`config.mk`:
```
export PLATFORM = sky130hd
export DESIGN_NAME = comma_free_test_code_generator
export DESIGN_NICKNAME = d
export VERILOG_FILES = /design/src/hdl/cfgen_pkg.sv /design/src/hdl/comma_free_test_code_generator.sv
export VERILOG_INCLUDE_DIRS = /design/src /design/src/hdl
export SDC_FILE = /design/constraint.sdc
export NUM_CORES = 1
export LEC_CHECK = 0
export ABC_AREA = 1
export BUFFER_PORTS_ARGS = -buffer_cell sky130_fd_sc_hd__clkbuf_2
export CAP_MARGIN = 15
export CELL_PAD_IN_SITES_DETAIL_PLACEMENT = 2
export CELL_PAD_IN_SITES_GLOBAL_PLACEMENT = 2
export CORE_MARGIN = 3
export CORE_UTILIZATION = 30
export DETAILED_ROUTE_END_ITERATION = 12
export PLACE_DENSITY_LB_ADDON = 0.1
export SYNTH_ARGS = -nofsm -noshare
export SYNTH_HDL_FRONTEND = slang
export SYNTH_SLANG_ARGS = --single-unit
export TNS_END_PERCENT = 50
```
`constraint.sdc`:
```
create_clock -name clk_sys -period 2.95 [get_ports clk_sys]
set_input_delay 0.1475 -clock clk_sys [delete_from_list [all_inputs] [get_ports clk_sys]]
set_output_delay 0.1475 -clock clk_sys [all_outputs]
set_load 0.02 [all_outputs]
```
`src/hdl/cfgen_params.svh`:
```
// Constants for the comma-free test code generator.
// Assumes inclusion by the package and the generator module only.
`ifndef CFGEN_PARAMS_SVH
`define CFGEN_PARAMS_SVH

// Rates and ratios
`define CFG_SYMBOL_RATE       86400
`define CFG_WORD_BIT_RATE     16200
`define CFG_CYCLES_PER_SYMBOL 2'h3
`define CFG_DIV3_LAST         2'h2
`define CFG_SYMBOLS_PER_WORD  32
`define CFG_POS_LAST          5'h1F
`define CFG_DATA_BITS         6

// Register widths and seeds
`define CFG_WORD_SR_BITS      9
`define CFG_WORD_SEED         9'h001
`define CFG_WORD_TAP          4
`define CFG_VEC_SR_BITS       5
`define CFG_VEC_SEED          5'h11
`define CFG_VEC_TAP           2
`define CFG_VEC_FILL          1'h1

`endif

```
`src/hdl/cfgen_pkg.sv`:
```
// Types for the comma-free test code generator.
// Assumes cfgen_params.svh is on the include path.
`include "cfgen_params.svh"

package cfgen_pkg;

	typedef struct packed {
		logic                          oscSync1;
		logic                          oscSync2;
		logic                          oscSync3;
		logic                          oscLevel;
		logic                          subcarrier;
		logic [1:0]                    div3;
		logic [4:0]                    position;
		logic [`CFG_WORD_SR_BITS-1:0]  wordShift;
		logic [`CFG_VEC_SR_BITS-1:0]   vectorShift;
		logic                          vectorFill;
		logic                          symbolPulse;
		logic                          wordPulse;
		logic                          bioSymbol;
		logic                          vectorSymbol;
		logic                          commaFreeSymbol;
		logic                          modulatedOut;
	} state_t;

endpackage

```
`src/hdl/comma_free_test_code_generator.sv`:
```
// Digital core of a telemetry test signal generator: divider chain,
// data word source, biorthogonal and comma-free coding, subcarrier.
// Assumes a shaped oscillator pulse train on a pin, far slower than
// clk_sys (50 MHz), so that each pulse is seen as one high level.
`include "cfgen_params.svh"

module comma_free_test_code_generator (
	// Clock and reset
	input  wire logic       clk_sys,
	input  wire logic       rst,
	// Shaped oscillator pulses, asynchronous
	input  wire logic       oscPulse,
	// Timing outputs
	output logic            baseSubcarrierClock,
	output logic            symbolPulse,
	output logic            wordPulse,
	output logic [4:0]      symbolPosition,
	// Code outputs
	output logic [5:0]      dataWord,
	output logic            bioSymbol,
	output logic            vectorSymbol,
	output logic            commaFreeSymbol,
	output logic            modulatedOut
);
	import cfgen_pkg::*;

	cfgen_pkg::state_t st;
	cfgen_pkg::state_t next_st;

	// Table mapping: low five data bits select position bits, bit 5
	// adds the complemented position parity.
	function automatic logic bioCode(input logic [5:0] d,
		input logic [4:0] p);
		bioCode = (^(d[4:0] & p)) ^ (d[5] & ~(^p));
	endfunction

	logic baseTick;
	logic wordFeedback;
	logic vectorFeedback;

	always_comb begin
		next_st = st;
		// Second and third stages must agree before a change counts
		next_st.oscSync1 = oscPulse;
		next_st.oscSync2 = st.oscSync1;
		next_st.oscSync3 = st.oscSync2;
		if (st.oscSync2 == st.oscSync3) begin
			next_st.oscLevel = st.oscSync3;
		end
		// Base clock edge is the rising edge of the square wave
		baseTick = 1'b0;
		if (next_st.oscLevel && !st.oscLevel) begin
			next_st.subcarrier = ~st.subcarrier;
			baseTick = ~st.subcarrier;
		end
		next_st.symbolPulse = 1'b0;
		next_st.wordPulse = 1'b0;
		if (baseTick) begin
			if (st.div3 == `CFG_DIV3_LAST) begin
				next_st.div3 = 2'h0;
				next_st.symbolPulse = 1'b1;
			end else begin
				next_st.div3 = st.div3 + 2'h1;
			end
		end
		// Zero-state insertion turns the 511-state sequence into 512
		wordFeedback = st.wordShift[0] ^ st.wordShift[`CFG_WORD_TAP]
			^ (st.wordShift[`CFG_WORD_SR_BITS-1:1] == '0);
		vectorFeedback = st.vectorShift[0]
			^ st.vectorShift[`CFG_VEC_TAP];
		if (next_st.symbolPulse) begin
			next_st.position = st.position + 5'h1;
			if (st.position == `CFG_POS_LAST) begin
				next_st.wordPulse = 1'b1;
				next_st.wordShift = {wordFeedback,
					st.wordShift[`CFG_WORD_SR_BITS-1:1]};
			end else begin
				// Generator holds while the fill flop has position 31
				next_st.vectorShift = {vectorFeedback,
					st.vectorShift[`CFG_VEC_SR_BITS-1:1]};
			end
		end
		next_st.bioSymbol = bioCode(
			next_st.wordShift[`CFG_DATA_BITS-1:0],
			next_st.position);
		next_st.vectorSymbol = (next_st.position == `CFG_POS_LAST)
			? st.vectorFill : next_st.vectorShift[0];
		next_st.commaFreeSymbol = next_st.bioSymbol
			^ next_st.vectorSymbol;
		next_st.modulatedOut = next_st.subcarrier
			^ next_st.commaFreeSymbol;
	end

	always_ff @(posedge clk_sys or posedge rst) begin
		if (rst) begin
			st <= '0;
			st.wordShift <= `CFG_WORD_SEED;
			st.vectorShift <= `CFG_VEC_SEED;
			st.vectorFill <= `CFG_VEC_FILL;
			st.vectorSymbol <= 1'h1;
			st.commaFreeSymbol <= 1'h1;
			st.modulatedOut <= 1'h1;
		end else begin
			st <= next_st;
		end
	end

	assign baseSubcarrierClock = st.subcarrier;
	assign symbolPulse = st.symbolPulse;
	assign wordPulse = st.wordPulse;
	assign symbolPosition = st.position;
	assign dataWord = st.wordShift[`CFG_DATA_BITS-1:0];
	assign bioSymbol = st.bioSymbol;
	assign vectorSymbol = st.vectorSymbol;
	assign commaFreeSymbol = st.commaFreeSymbol;
	assign modulatedOut = st.modulatedOut;
endmodule

```
==> flow_summary.toml, run 1 <==
[clock_tree]
cts.sinks = 32
clock_latency_ps = 290
cts_max_level = 2
cts_made_buffers = 5
root_buffer = "clkbuf_8"
tritoncts = "done"
clk_pin_slew_worst_paths_ps = 70
clk_path_buf_depth = 2

[timing]
finalSetupTns_ps = 0
clock.fmax_ghz = 0.369
final_max_slew_viol_count = 0
period_minus_slack_ps = 2710
holdWs_ps = 369
slew_headroom_pct = 70.3
setup_viol = 0
hold_violations = 0
clock_skew_ps = 5.64
final.period_utilization_pct = 91.9
worst_slew_pin_slew_ps = 444

[final_layout]
drive_above_1_share_pct = 23.0
multiInputGateArea_um2 = 810
area.growth.synth_to_final_pct = 18.7
seq_area_um2 = 808
fillers = 666
fin_nets = 269
num_antenna_cells = 0

[route]
vias_per_cell = 4.66
firstDrtPassIters = 4
wl_met1_mm = 2.32
drc = 0
num_vias = 1551
wire_per_inst_um = 15.2
met3_length_um = 131
dr_wl_met2_mm = 2.55
wirelength_mm = 5.06
top_layer_used = "met4"
drtIter0Drc = 39
ant_nets = 0

[critical_path]
path_class = "reg2reg"
crit_arrival_ps = 2940
critPathMaxFanout = 6
worstSetupStartpointType = "register"
critPathRequiredTime_ps = 3180
crit_path_end_kind = "register"

[yosys]
yosys-top-cells-count = "nand2_1, inv_1, dfrtp_1, nand3_1, nor2_1"
synth_top_area_share_pct = 36.2
synth_top_family_by_area = "simple AND/OR/NAND/NOR gates"
ys_types = 24
synth_edf_count = 0
synthAdderAreaFrac_pct = 4.73
synth-compound-area-share_pct = 5.08
synth_most_common_cell = "nand2_1"
synthArstFlopShare_pct = 100
synth_top_area_cell = "dfrtp_1"
synth_area_leaders = "dfrtp_1, nand2_1, dfstp_2"
syn_inst = 235
synthSimpleGateAreaFrac_pct = 31.7
synth_flop_cell = "dfrtp_1"
synth_xor_area_share_pct = 0.974
ys_seq_area_share_pct = 45.0
synthesis.nets = 244
yosysWarnings = 0
synth_seq_cells = 32
netlist_area_mm2 = 0.00180
synth.mux.area_fraction_pct = 0
syn_avg_cell_area_um2 = 7.65

[floorplanning]
start_util_pct = 31.9
dieArea_mm2 = 0.00696
die_w_um = 83.4
die_y_um = 83.4
core_area_mm2 = 0.00564
rows = 27
io_pins = 21

[global_route]
grt_max_degree = 33
grt_pass1_wl_mm = 8.78
antenna_found_initial = 0
overflow = 0
gr-usage-all-layers_pct = 15.8
grt_pass1_vias = 1722

[power_and_ir_drop]
leakagePower_nw = 1.14
ir_worst_vdd_v = 0.000345
switching_share_pct = 42.1
intPower_w = 0.00119
seqPwrFrac_pct = 32.9
p_switching_w = 0.000866
combPwrFrac_pct = 46.5
p_per_area_mw_per_mm2 = 964
p_clk_share_pct = 20.6

[min_path]
worstHoldPathType = "reg2reg"

[place]
globalplace.congestion = 0.741
dp_hpwl_mm = 3.91
portBuffers = 20

[outcome]
status = "completed"

[run]
maxCapViolations = 0
per-layer routing:
metal	vias up	global-route usage [%]
met4	0	3.95
met3	6	2.98
met5	-	0
met2	18	28.1
li1	767	-
met1	760	19.8
cell type report:
| type | instances | area share, % |
|---|---|---|
| multi-input combinational | 156 | 37.9 |
| clock inverter | 3 | 1.99 |
| clock buffer | 5 | 3.22 |
| inverter | 34 | 5.98 |
| timing repair buffer | 31 | 8.79 |
| tap | 72 | 4.22 |
| sequential | 32 | 37.9 |
placed cells by master (no fill, tap or decap):
cell type and count:
maj3_1 1, dlygate4sd3_1 2, a21oi_1 4, o41ai_1 1
ha_1 3, dfstp_2 6, nand2_2 5, clkbuf_8 5
ha_4 2, inv_2 2, xnor2_4 1, nand3_2 3
xor2_1 1, o21ai_0 10, a31oi_2 1, nor2_1 15
buf_4 9, clkbuf_2 20, nand2_1 83, nand3_1 21
dfrtp_1 26, nand4_2 1, clkinvlp_4 1, bufinv_16 1
ha_2 1, inv_1 32, nor3_1 1, clkinv_2 1
nand4_1 1, nor2_4 1
worst max-delay path, cell delays in order (launching register included):
cell and delay (ps):
dfrtp_1 390, maj3_1 370, nand2_1 70, inv_1 40, ha_2 180, buf_4 160
nand4_1 120, nand2_1 130, ha_4 260, xnor2_4 190, inv_2 60, nand3_1 70
nand3_1 70, nand2_1 60, nand2_1 90, nand3_2 100, nand2_2 60, nand2_1 70
nand3_1 60, nand2_1 70
per-stage QoR:
stage          utilization (%)  area, µm²  power (W)  worst slack (ps)  instances
2_1_floorplan                -       1800    0.00132               176        235
3_3_place_gp              34.6       1950    0.00153              80.3        322
3_5_place_dp              34.6       1950    0.00156              10.7        322
4_1_cts                   37.0       2090    0.00202              40.5        332
5_1_grt                   37.8       2130    0.00225             -7.96        333
6_report                  37.8       2130    0.00206               240        333
worst paths after layout:
kind                                 to  cells after the start  slack (ps)        start
max                        modulatedOut                     19         240       st[29]
min                         next_st[30]                      0         370  next_st[31]
max reg2reg                modulatedOut                     19         240       st[29]
min reg2reg                 next_st[30]                      0         370  next_st[31]
max in group asynchronous  modulatedOut                      4        2120          rst
min in group asynchronous        st[30]                      4         490          rst
power groups by stage:
stage | Clock [W] | Combinational (W) | Sequential, W
after floorplan | 0 | 0.000607 | 0.000712
after global placement | 0 | 0.000847 | 0.000683
after detailed placement | 0 | 0.000867 | 0.000689
after CTS | 0.000442 | 0.000896 | 0.000682
after global routing | 0.000466 | 0.00109 | 0.000700
final | 0.000423 | 0.000957 | 0.000677
logic make-up (layout without fill, tap and decap cells):
| group | Yosys count | in the layout |
|---|---|---|
| fa+ha+maj | 7 | 7 |
| buf+inv | 47 | 73 |
| simple gates | 131 | 131 |
| xor+xnor | 2 | 2 |
| flops | 32 | 32 |
| compound gates | 16 | 16 |
state kept, by name, summed over array words and instances, names as in the netlist:
register,cells
wordPulse,1
commaFreeSymbol,1
symbolPulse,1
modulatedOut,1
bioSymbol,1
dataWord,6
st,12
next_st,2
vectorSymbol,1
symbolPosition,5
baseSubcarrierClock,1
what timing repair did:
action / CTS / global route
endpoints found under the setup margin: 1 / 3
hold buffers: 2 / 0
pin swaps: 0 / 2
hold endpoints to repair: 27 / 0
gates resized for setup: 1 / 5
setup buffers: 0 / 1
Note: power is estimated with default switching activity, not from simulation.
==> run 2: changes to the inputs <==
Settings changed: ABC_AREA 1 to default, CORE_UTILIZATION 30 to 35.
Clock period 2.95 ns to 2.4 ns, I/O delays scaled along.
==> run 2 against run 1 <==
Compared with the run above: the run now ends with setup timing left; cell area shrank 3.5%; clock skew grew 9.6 ps; power shrank 27%; combinational power shrank 57%; hold slack lost 4.5 ps; critical path depth shrank 10; maximum frequency grew 8.8%; global-route usage shrank 0.97 points; largest power group is now sequential cells.
==> flow_summary.toml, run 2 <==
[outcome]
status = "complete, but fails checks"
violations = "setup timing"

[yosys]
synth.mux.area_fraction_pct = 10.5
synth_top_area_cell = "dfrtp_1"
synth-compound-area-share_pct = 4.70
synth_top_family_by_area = "simple AND/OR/NAND/NOR gates"
synthAdderAreaFrac_pct = 5.16
synth_area_leaders = "dfrtp_1, dfstp_2, mux2_2"
synth_xor_area_share_pct = 10.2
netlist_area_mm2 = 0.00165
ys_seq_area_share_pct = 49.0
syn_avg_cell_area_um2 = 12.8
yosysWarnings = 0
synth_flop_cell = "dfrtp_1"
synth_edf_count = 0
synth_seq_cells = 32
yosys-top-cells-count = "dfrtp_1, nand2_1, buf_4, mux2_2, nor2_1"
synthesis.nets = 138
ys_types = 36
synthArstFlopShare_pct = 100
synth_top_area_share_pct = 39.5
synthSimpleGateAreaFrac_pct = 12.9
syn_inst = 129
synth_most_common_cell = "dfrtp_1"

[place]
portBuffers = 20
placed_cells = 207
dp_hpwl_mm = 2.72
globalplace.congestion = 0.720

[timing]
slew_headroom_pct = 71.7
final.period_utilization_pct = 104
rsz0062_at_grt = "yes"
hold_violations = 0
period_minus_slack_ps = 2490
final_max_slew_viol_count = 0
clock_skew_ps = 15.3
fin_ws_ps = -91.9
clock.fmax_ghz = 0.401
setup_viol = 3
worst_slew_pin_slew_ps = 425

[route]
firstDrtPassIters = 2
wire_per_inst_um = 16.1
vias_per_cell = 4.79
wirelength_mm = 3.59
drtIter0Drc = 32
drc = 0
num_vias = 1064
ant_nets = 0

[power_and_ir_drop]
p_clk_share_pct = 26.7
p_total_w = 0.00150
ir_worst_vdd_v = 0.000270
p_per_area_mw_per_mm2 = 730
switching_share_pct = 30.8
combPwrFrac_pct = 27.0
leakagePower_nw = 1.11
intPower_w = 0.00104
seqPwrFrac_pct = 46.2
p_switching_w = 0.000464

[clock_tree]
cts.sinks = 32
clk_pin_slew_worst_paths_ps = 70
clock_latency_ps = 290
tritoncts = "done"
root_buffer = "clkbuf_8"
clk_path_buf_depth = 2
cts_max_level = 2
cts_made_buffers = 5

[critical_path]
crit_arrival_ps = 2690
worstSetupStartpointType = "register"
critPathRequiredTime_ps = 2600
cp-startpoint = "symbolPosition[0]"
ff2ff_path_depth = 9
path_class = "reg2reg"
crit_end = "commaFreeSymbol"
critPathMaxFanout = 4
crit_path_end_kind = "register"
reg2reg_to = "commaFreeSymbol"
r2r_slack_ps = -90
r2r-start = "symbolPosition[0]"

[global_route]
overflow = 0
antenna_found_initial = 0
grt_pass1_vias = 1208
grt_max_degree = 33
grt_pass1_wl_mm = 6.11
gr-usage-all-layers_pct = 14.9

[final_layout]
stdcell_count = 222
final_common_cell = "dfrtp_1"
mostFrequentLayoutCells = "dfrtp_1, buf_4, clkbuf_2"
drive_above_1_share_pct = 52.4
largest_register_ffs = 12
fin_nets = 178
largest_register = "st"
area.growth.synth_to_final_pct = 25.0
num_antenna_cells = 0

[floorplanning]
die_y_um = 74.6
rows = 24
core_area_mm2 = 0.00444
start_util_pct = 37.1
die_w_um = 74.6
dieArea_mm2 = 0.00557
io_pins = 21

[run]
maxCapViolations = 0

[min_path]
worstHoldPathType = "reg2reg"
[run 2: kinds of logic (layout without fill, tap and decap cells)]
| family | Yosys count | count (layout) |
|---|---|---|
| simple gates | 34 | 34 |
| flops | 32 | 32 |
| buf+inv | 19 | 60 |
| mux | 15 | 15 |
| xor+xnor | 13 | 13 |
| compound gates | 9 | 9 |
| fa+ha+maj | 7 | 7 |
[run 2: layout make-up]
class                      instances  area [µm²]
fill                             472        2380
clock inverter                     1        5.00
sequential                        32         810
inverter                           6        22.5
timing repair buffer              46         304
clock buffer                       7        76.3
multi-input combinational         78         778
tap                               52        65.1
[run 2: worst min-delay path by stage]
stage               slack [ps]  depth (start not counted)   startpoint     endpoint
finish                     360                          0  next_st[31]  next_st[30]
CTS                        360                          0  next_st[31]  next_st[30]
floorplan                  150                          0     oscPulse  next_st[31]
global placement           210                          3          rst       st[30]
global route               380                          0  next_st[31]  next_st[30]
detailed placement         220                          3          rst       st[30]
[run 2: what timing repair did]
action,4_1_cts,5_1_grt
gates resized for setup,3,4
hold buffers,2,0
setup endpoints to repair,3,3
setup buffers,0,5
hold endpoints to repair,27,0
pin swaps,4,10
gates cloned,0,0
[run 2: worst max-delay path, cell delays in order (launching register included)]
cell      delay (ps)
dfrtp_1          360
ha_2             190
and3_4           190
ha_4             150
nand4b_4         150
mux2_4           350
and2_4           160
xnor2_4          140
xnor2_2          240
xor3_1           470
[run 2: metrics by stage]
step	instance area (µm²)	setup slack, ps	hold slack [ps]	utilization [%]	setup TNS, ps
after floorplan	1680	2.68	151	-	0
after global placement	1890	-46.5	207	42.4	-73.1
after detailed placement	1890	-191	221	42.4	-369
after CTS	2000	-128	363	45.0	-222
after global routing	2060	-242	382	46.4	-691
final	2060	-91.9	365	46.4	-210
[run 2: power groups by stage]
stage                     sequential [W]  clock (W)  combinational, W
after CTS                       0.000698   0.000423          0.000397
final                           0.000695   0.000402          0.000407
after global placement          0.000697          0          0.000376
after global routing            0.000706   0.000447          0.000452
after floorplan                 0.000701          0          0.000272
after detailed placement        0.000709          0          0.000390
[run 2: routing by layer]
| metal | share of wire, % | track usage (%) | wire (µm) | vias to the layer above |
|---|---|---|---|---|
| met5 | 0 | 0 | 0 | - |
| met2 | 54 | 26.1 | 1940 | 17 |
| met3 | 3.6 | 4.94 | 129 | 3 |
| met4 | 0.89 | 4.74 | 32 | 0 |
| met1 | 41 | 17.0 | 1490 | 535 |
| li1 | - | - | - | 509 |
==> run 3: changes to the inputs <==
Settings changed: CORE_UTILIZATION 35 to 38, HOLD_SLACK_MARGIN from default to 0.05.
Clock period 2.4 ns to 2.5 ns, I/O delays scaled along.
==> run 3 against run 2 <==
Compared with the run above: cell count increased by 6.8%; clock power increased by 10%; critical path depth grew 1; worst setup slack got worse by 12 ps; critical endpoint unchanged; sequential power down 4.6%; maximum frequency shrank 4.3%; die area is 7.3% lower; first-iteration DRC count up 22%; global-route usage grew 5.9 points; critical path type unchanged; the flow still finishes with violations (setup timing).
==> flow_summary.toml, run 3 (synthesized netlist as in run 2, its figures left out) <==
[outcome]
status = "complete, but fails checks"
violations = "setup timing"

[clock_tree]
clock_latency_ps = 300
clk_pin_slew_worst_paths_ps = 70
cts.sinks = 32
clk_path_buf_depth = 2
tritoncts = "done"
cts_made_buffers = 5
cts_max_level = 2
root_buffer = "clkbuf_8"

[global_route]
grt_max_degree = 33
antenna_found_initial = 0
gr-usage-all-layers_pct = 20.8
overflow = 0
grt_pass1_wl_mm = 7.62
grt_pass1_vias = 1345

[route]
vias_per_cell = 5.00
drc = 0
wirelength_mm = 5.41
ant_nets = 0
num_vias = 1185
drtIter0Drc = 39
wire_per_inst_um = 22.8
firstDrtPassIters = 4

[floorplanning]
dieArea_mm2 = 0.00517
core_area_mm2 = 0.00409
die_y_um = 71.9
die_w_um = 71.9
io_pins = 21
rows = 23
start_util_pct = 40.4

[critical_path]
crit_arrival_ps = 2820
path_class = "reg2reg"
crit_path_end_kind = "register"
critPathMaxFanout = 3
crit_path_top_delay_cell = "dfrtp_1"
critPathRequiredTime_ps = 2720
worstSetupStartpointType = "register"
crit_chain = "ha_2, and3_4, ha_2, nand4b_4, mux2_2, and2_4, xnor2_4, xnor2_4, buf_6, xor3_1"
max_stage_delay_ps = 400

[timing]
fin_ws_ps = -104
hold_violations = 0
worst_slew_pin_slew_ps = 430
finalSetupTns_ps = -261
setup_viol = 3
final.period_utilization_pct = 104
clock.fmax_ghz = 0.384
period_minus_slack_ps = 2600
rsz0062_at_grt = "yes"
final_max_slew_viol_count = 0
slew_headroom_pct = 71.3
clock_skew_ps = 7.82

[run]
maxCapViolations = 0

[final_layout]
stdcell_count = 237
finalCoreUtilization_pct = 57.3
largest_register_ffs = 12
final_common_cell = "buf_4"
drive_above_1_share_pct = 64.2
area.growth.synth_to_final_pct = 41.9
largest_register = "st"
fin_nets = 195
mostFrequentLayoutCells = "buf_4, dfrtp_1, clkbuf_2"
num_antenna_cells = 0

[power_and_ir_drop]
p_total_w = 0.00166
leakagePower_nw = 1.22
p_per_area_mw_per_mm2 = 710
ir_worst_vdd_v = 0.000447

[place]
placed_cells = 205
place_ws_ps = -142
portBuffers = 20
dp_hpwl_mm = 2.75
globalplace.congestion = 0.798

[min_path]
worstHoldPathType = "reg2reg"
[run 3: final cells by class]
cell class              instances  area (µm²)
clock buffers                   6        82.6
fillers                       393        1750
flip-flops and latches         32         810
repair buffers                 63         443
clock inverters                 2        15.0
multi-input cells              78         905
inverters                       6        22.5
well taps                      50        62.6
[run 3: power by group]
group | switching, W | internal [W]
combinational | 0.000274 | 0.000282
sequential | 0.0000659 | 0.000597
clock | 0.000219 | 0.000223
total | 0.000559 | 0.00110
[run 3: path summary, 6_finish.rpt]
| path | from | endpoint | slack [ps] | cells after the start |
|---|---|---|---|---|
| worst max register to register | symbolPosition[1] | commaFreeSymbol | -100 | 10 |
| worst max-delay path | symbolPosition[1] | commaFreeSymbol | -100 | 10 |
| max in group asynchronous | rst | commaFreeSymbol | 1660 | 4 |
| worst min register to register | next_st[31] | next_st[30] | 370 | 0 |
| worst min-delay path | next_st[31] | next_st[30] | 370 | 0 |
| min in group asynchronous | rst | dataWord[1] | 510 | 4 |
[run 3: repair_timing]
action | CTS | global route
hold endpoints to repair | 27 | 0
setup buffers | 13 | 9
hold buffers | 2 | 0
resized for setup | 10 | 28
setup endpoints to repair | 3 | 3
pin swaps | 10 | 18
[run 3: layer usage]
layer | routed length [µm] | vias to the layer above | global-route usage (%)
met5 | 0 | - | 0
met4 | 114 | 0 | 7.93
met3 | 175 | 10 | 5.05
met2 | 2800 | 20 | 35.5
met1 | 2320 | 619 | 25.2
li1 | - | 536 | -
[run 3: worst max-delay path: cells and delay by family (launching register included)]
family        cells  cell delay [ps]
xor+xnor          3              750
fa+ha+maj         2              400
buf+inv           1              130
flops             1              400
mux               1              360
simple gates      3              490
[run 3: per-stage QoR]
stage          area, µm²  hold WS [ps]
6_report            2340           370
5_1_grt             2340           383
4_1_cts             2110           360
3_5_place_dp        1850           233
3_3_place_gp        1850           207
2_1_floorplan       1650           156
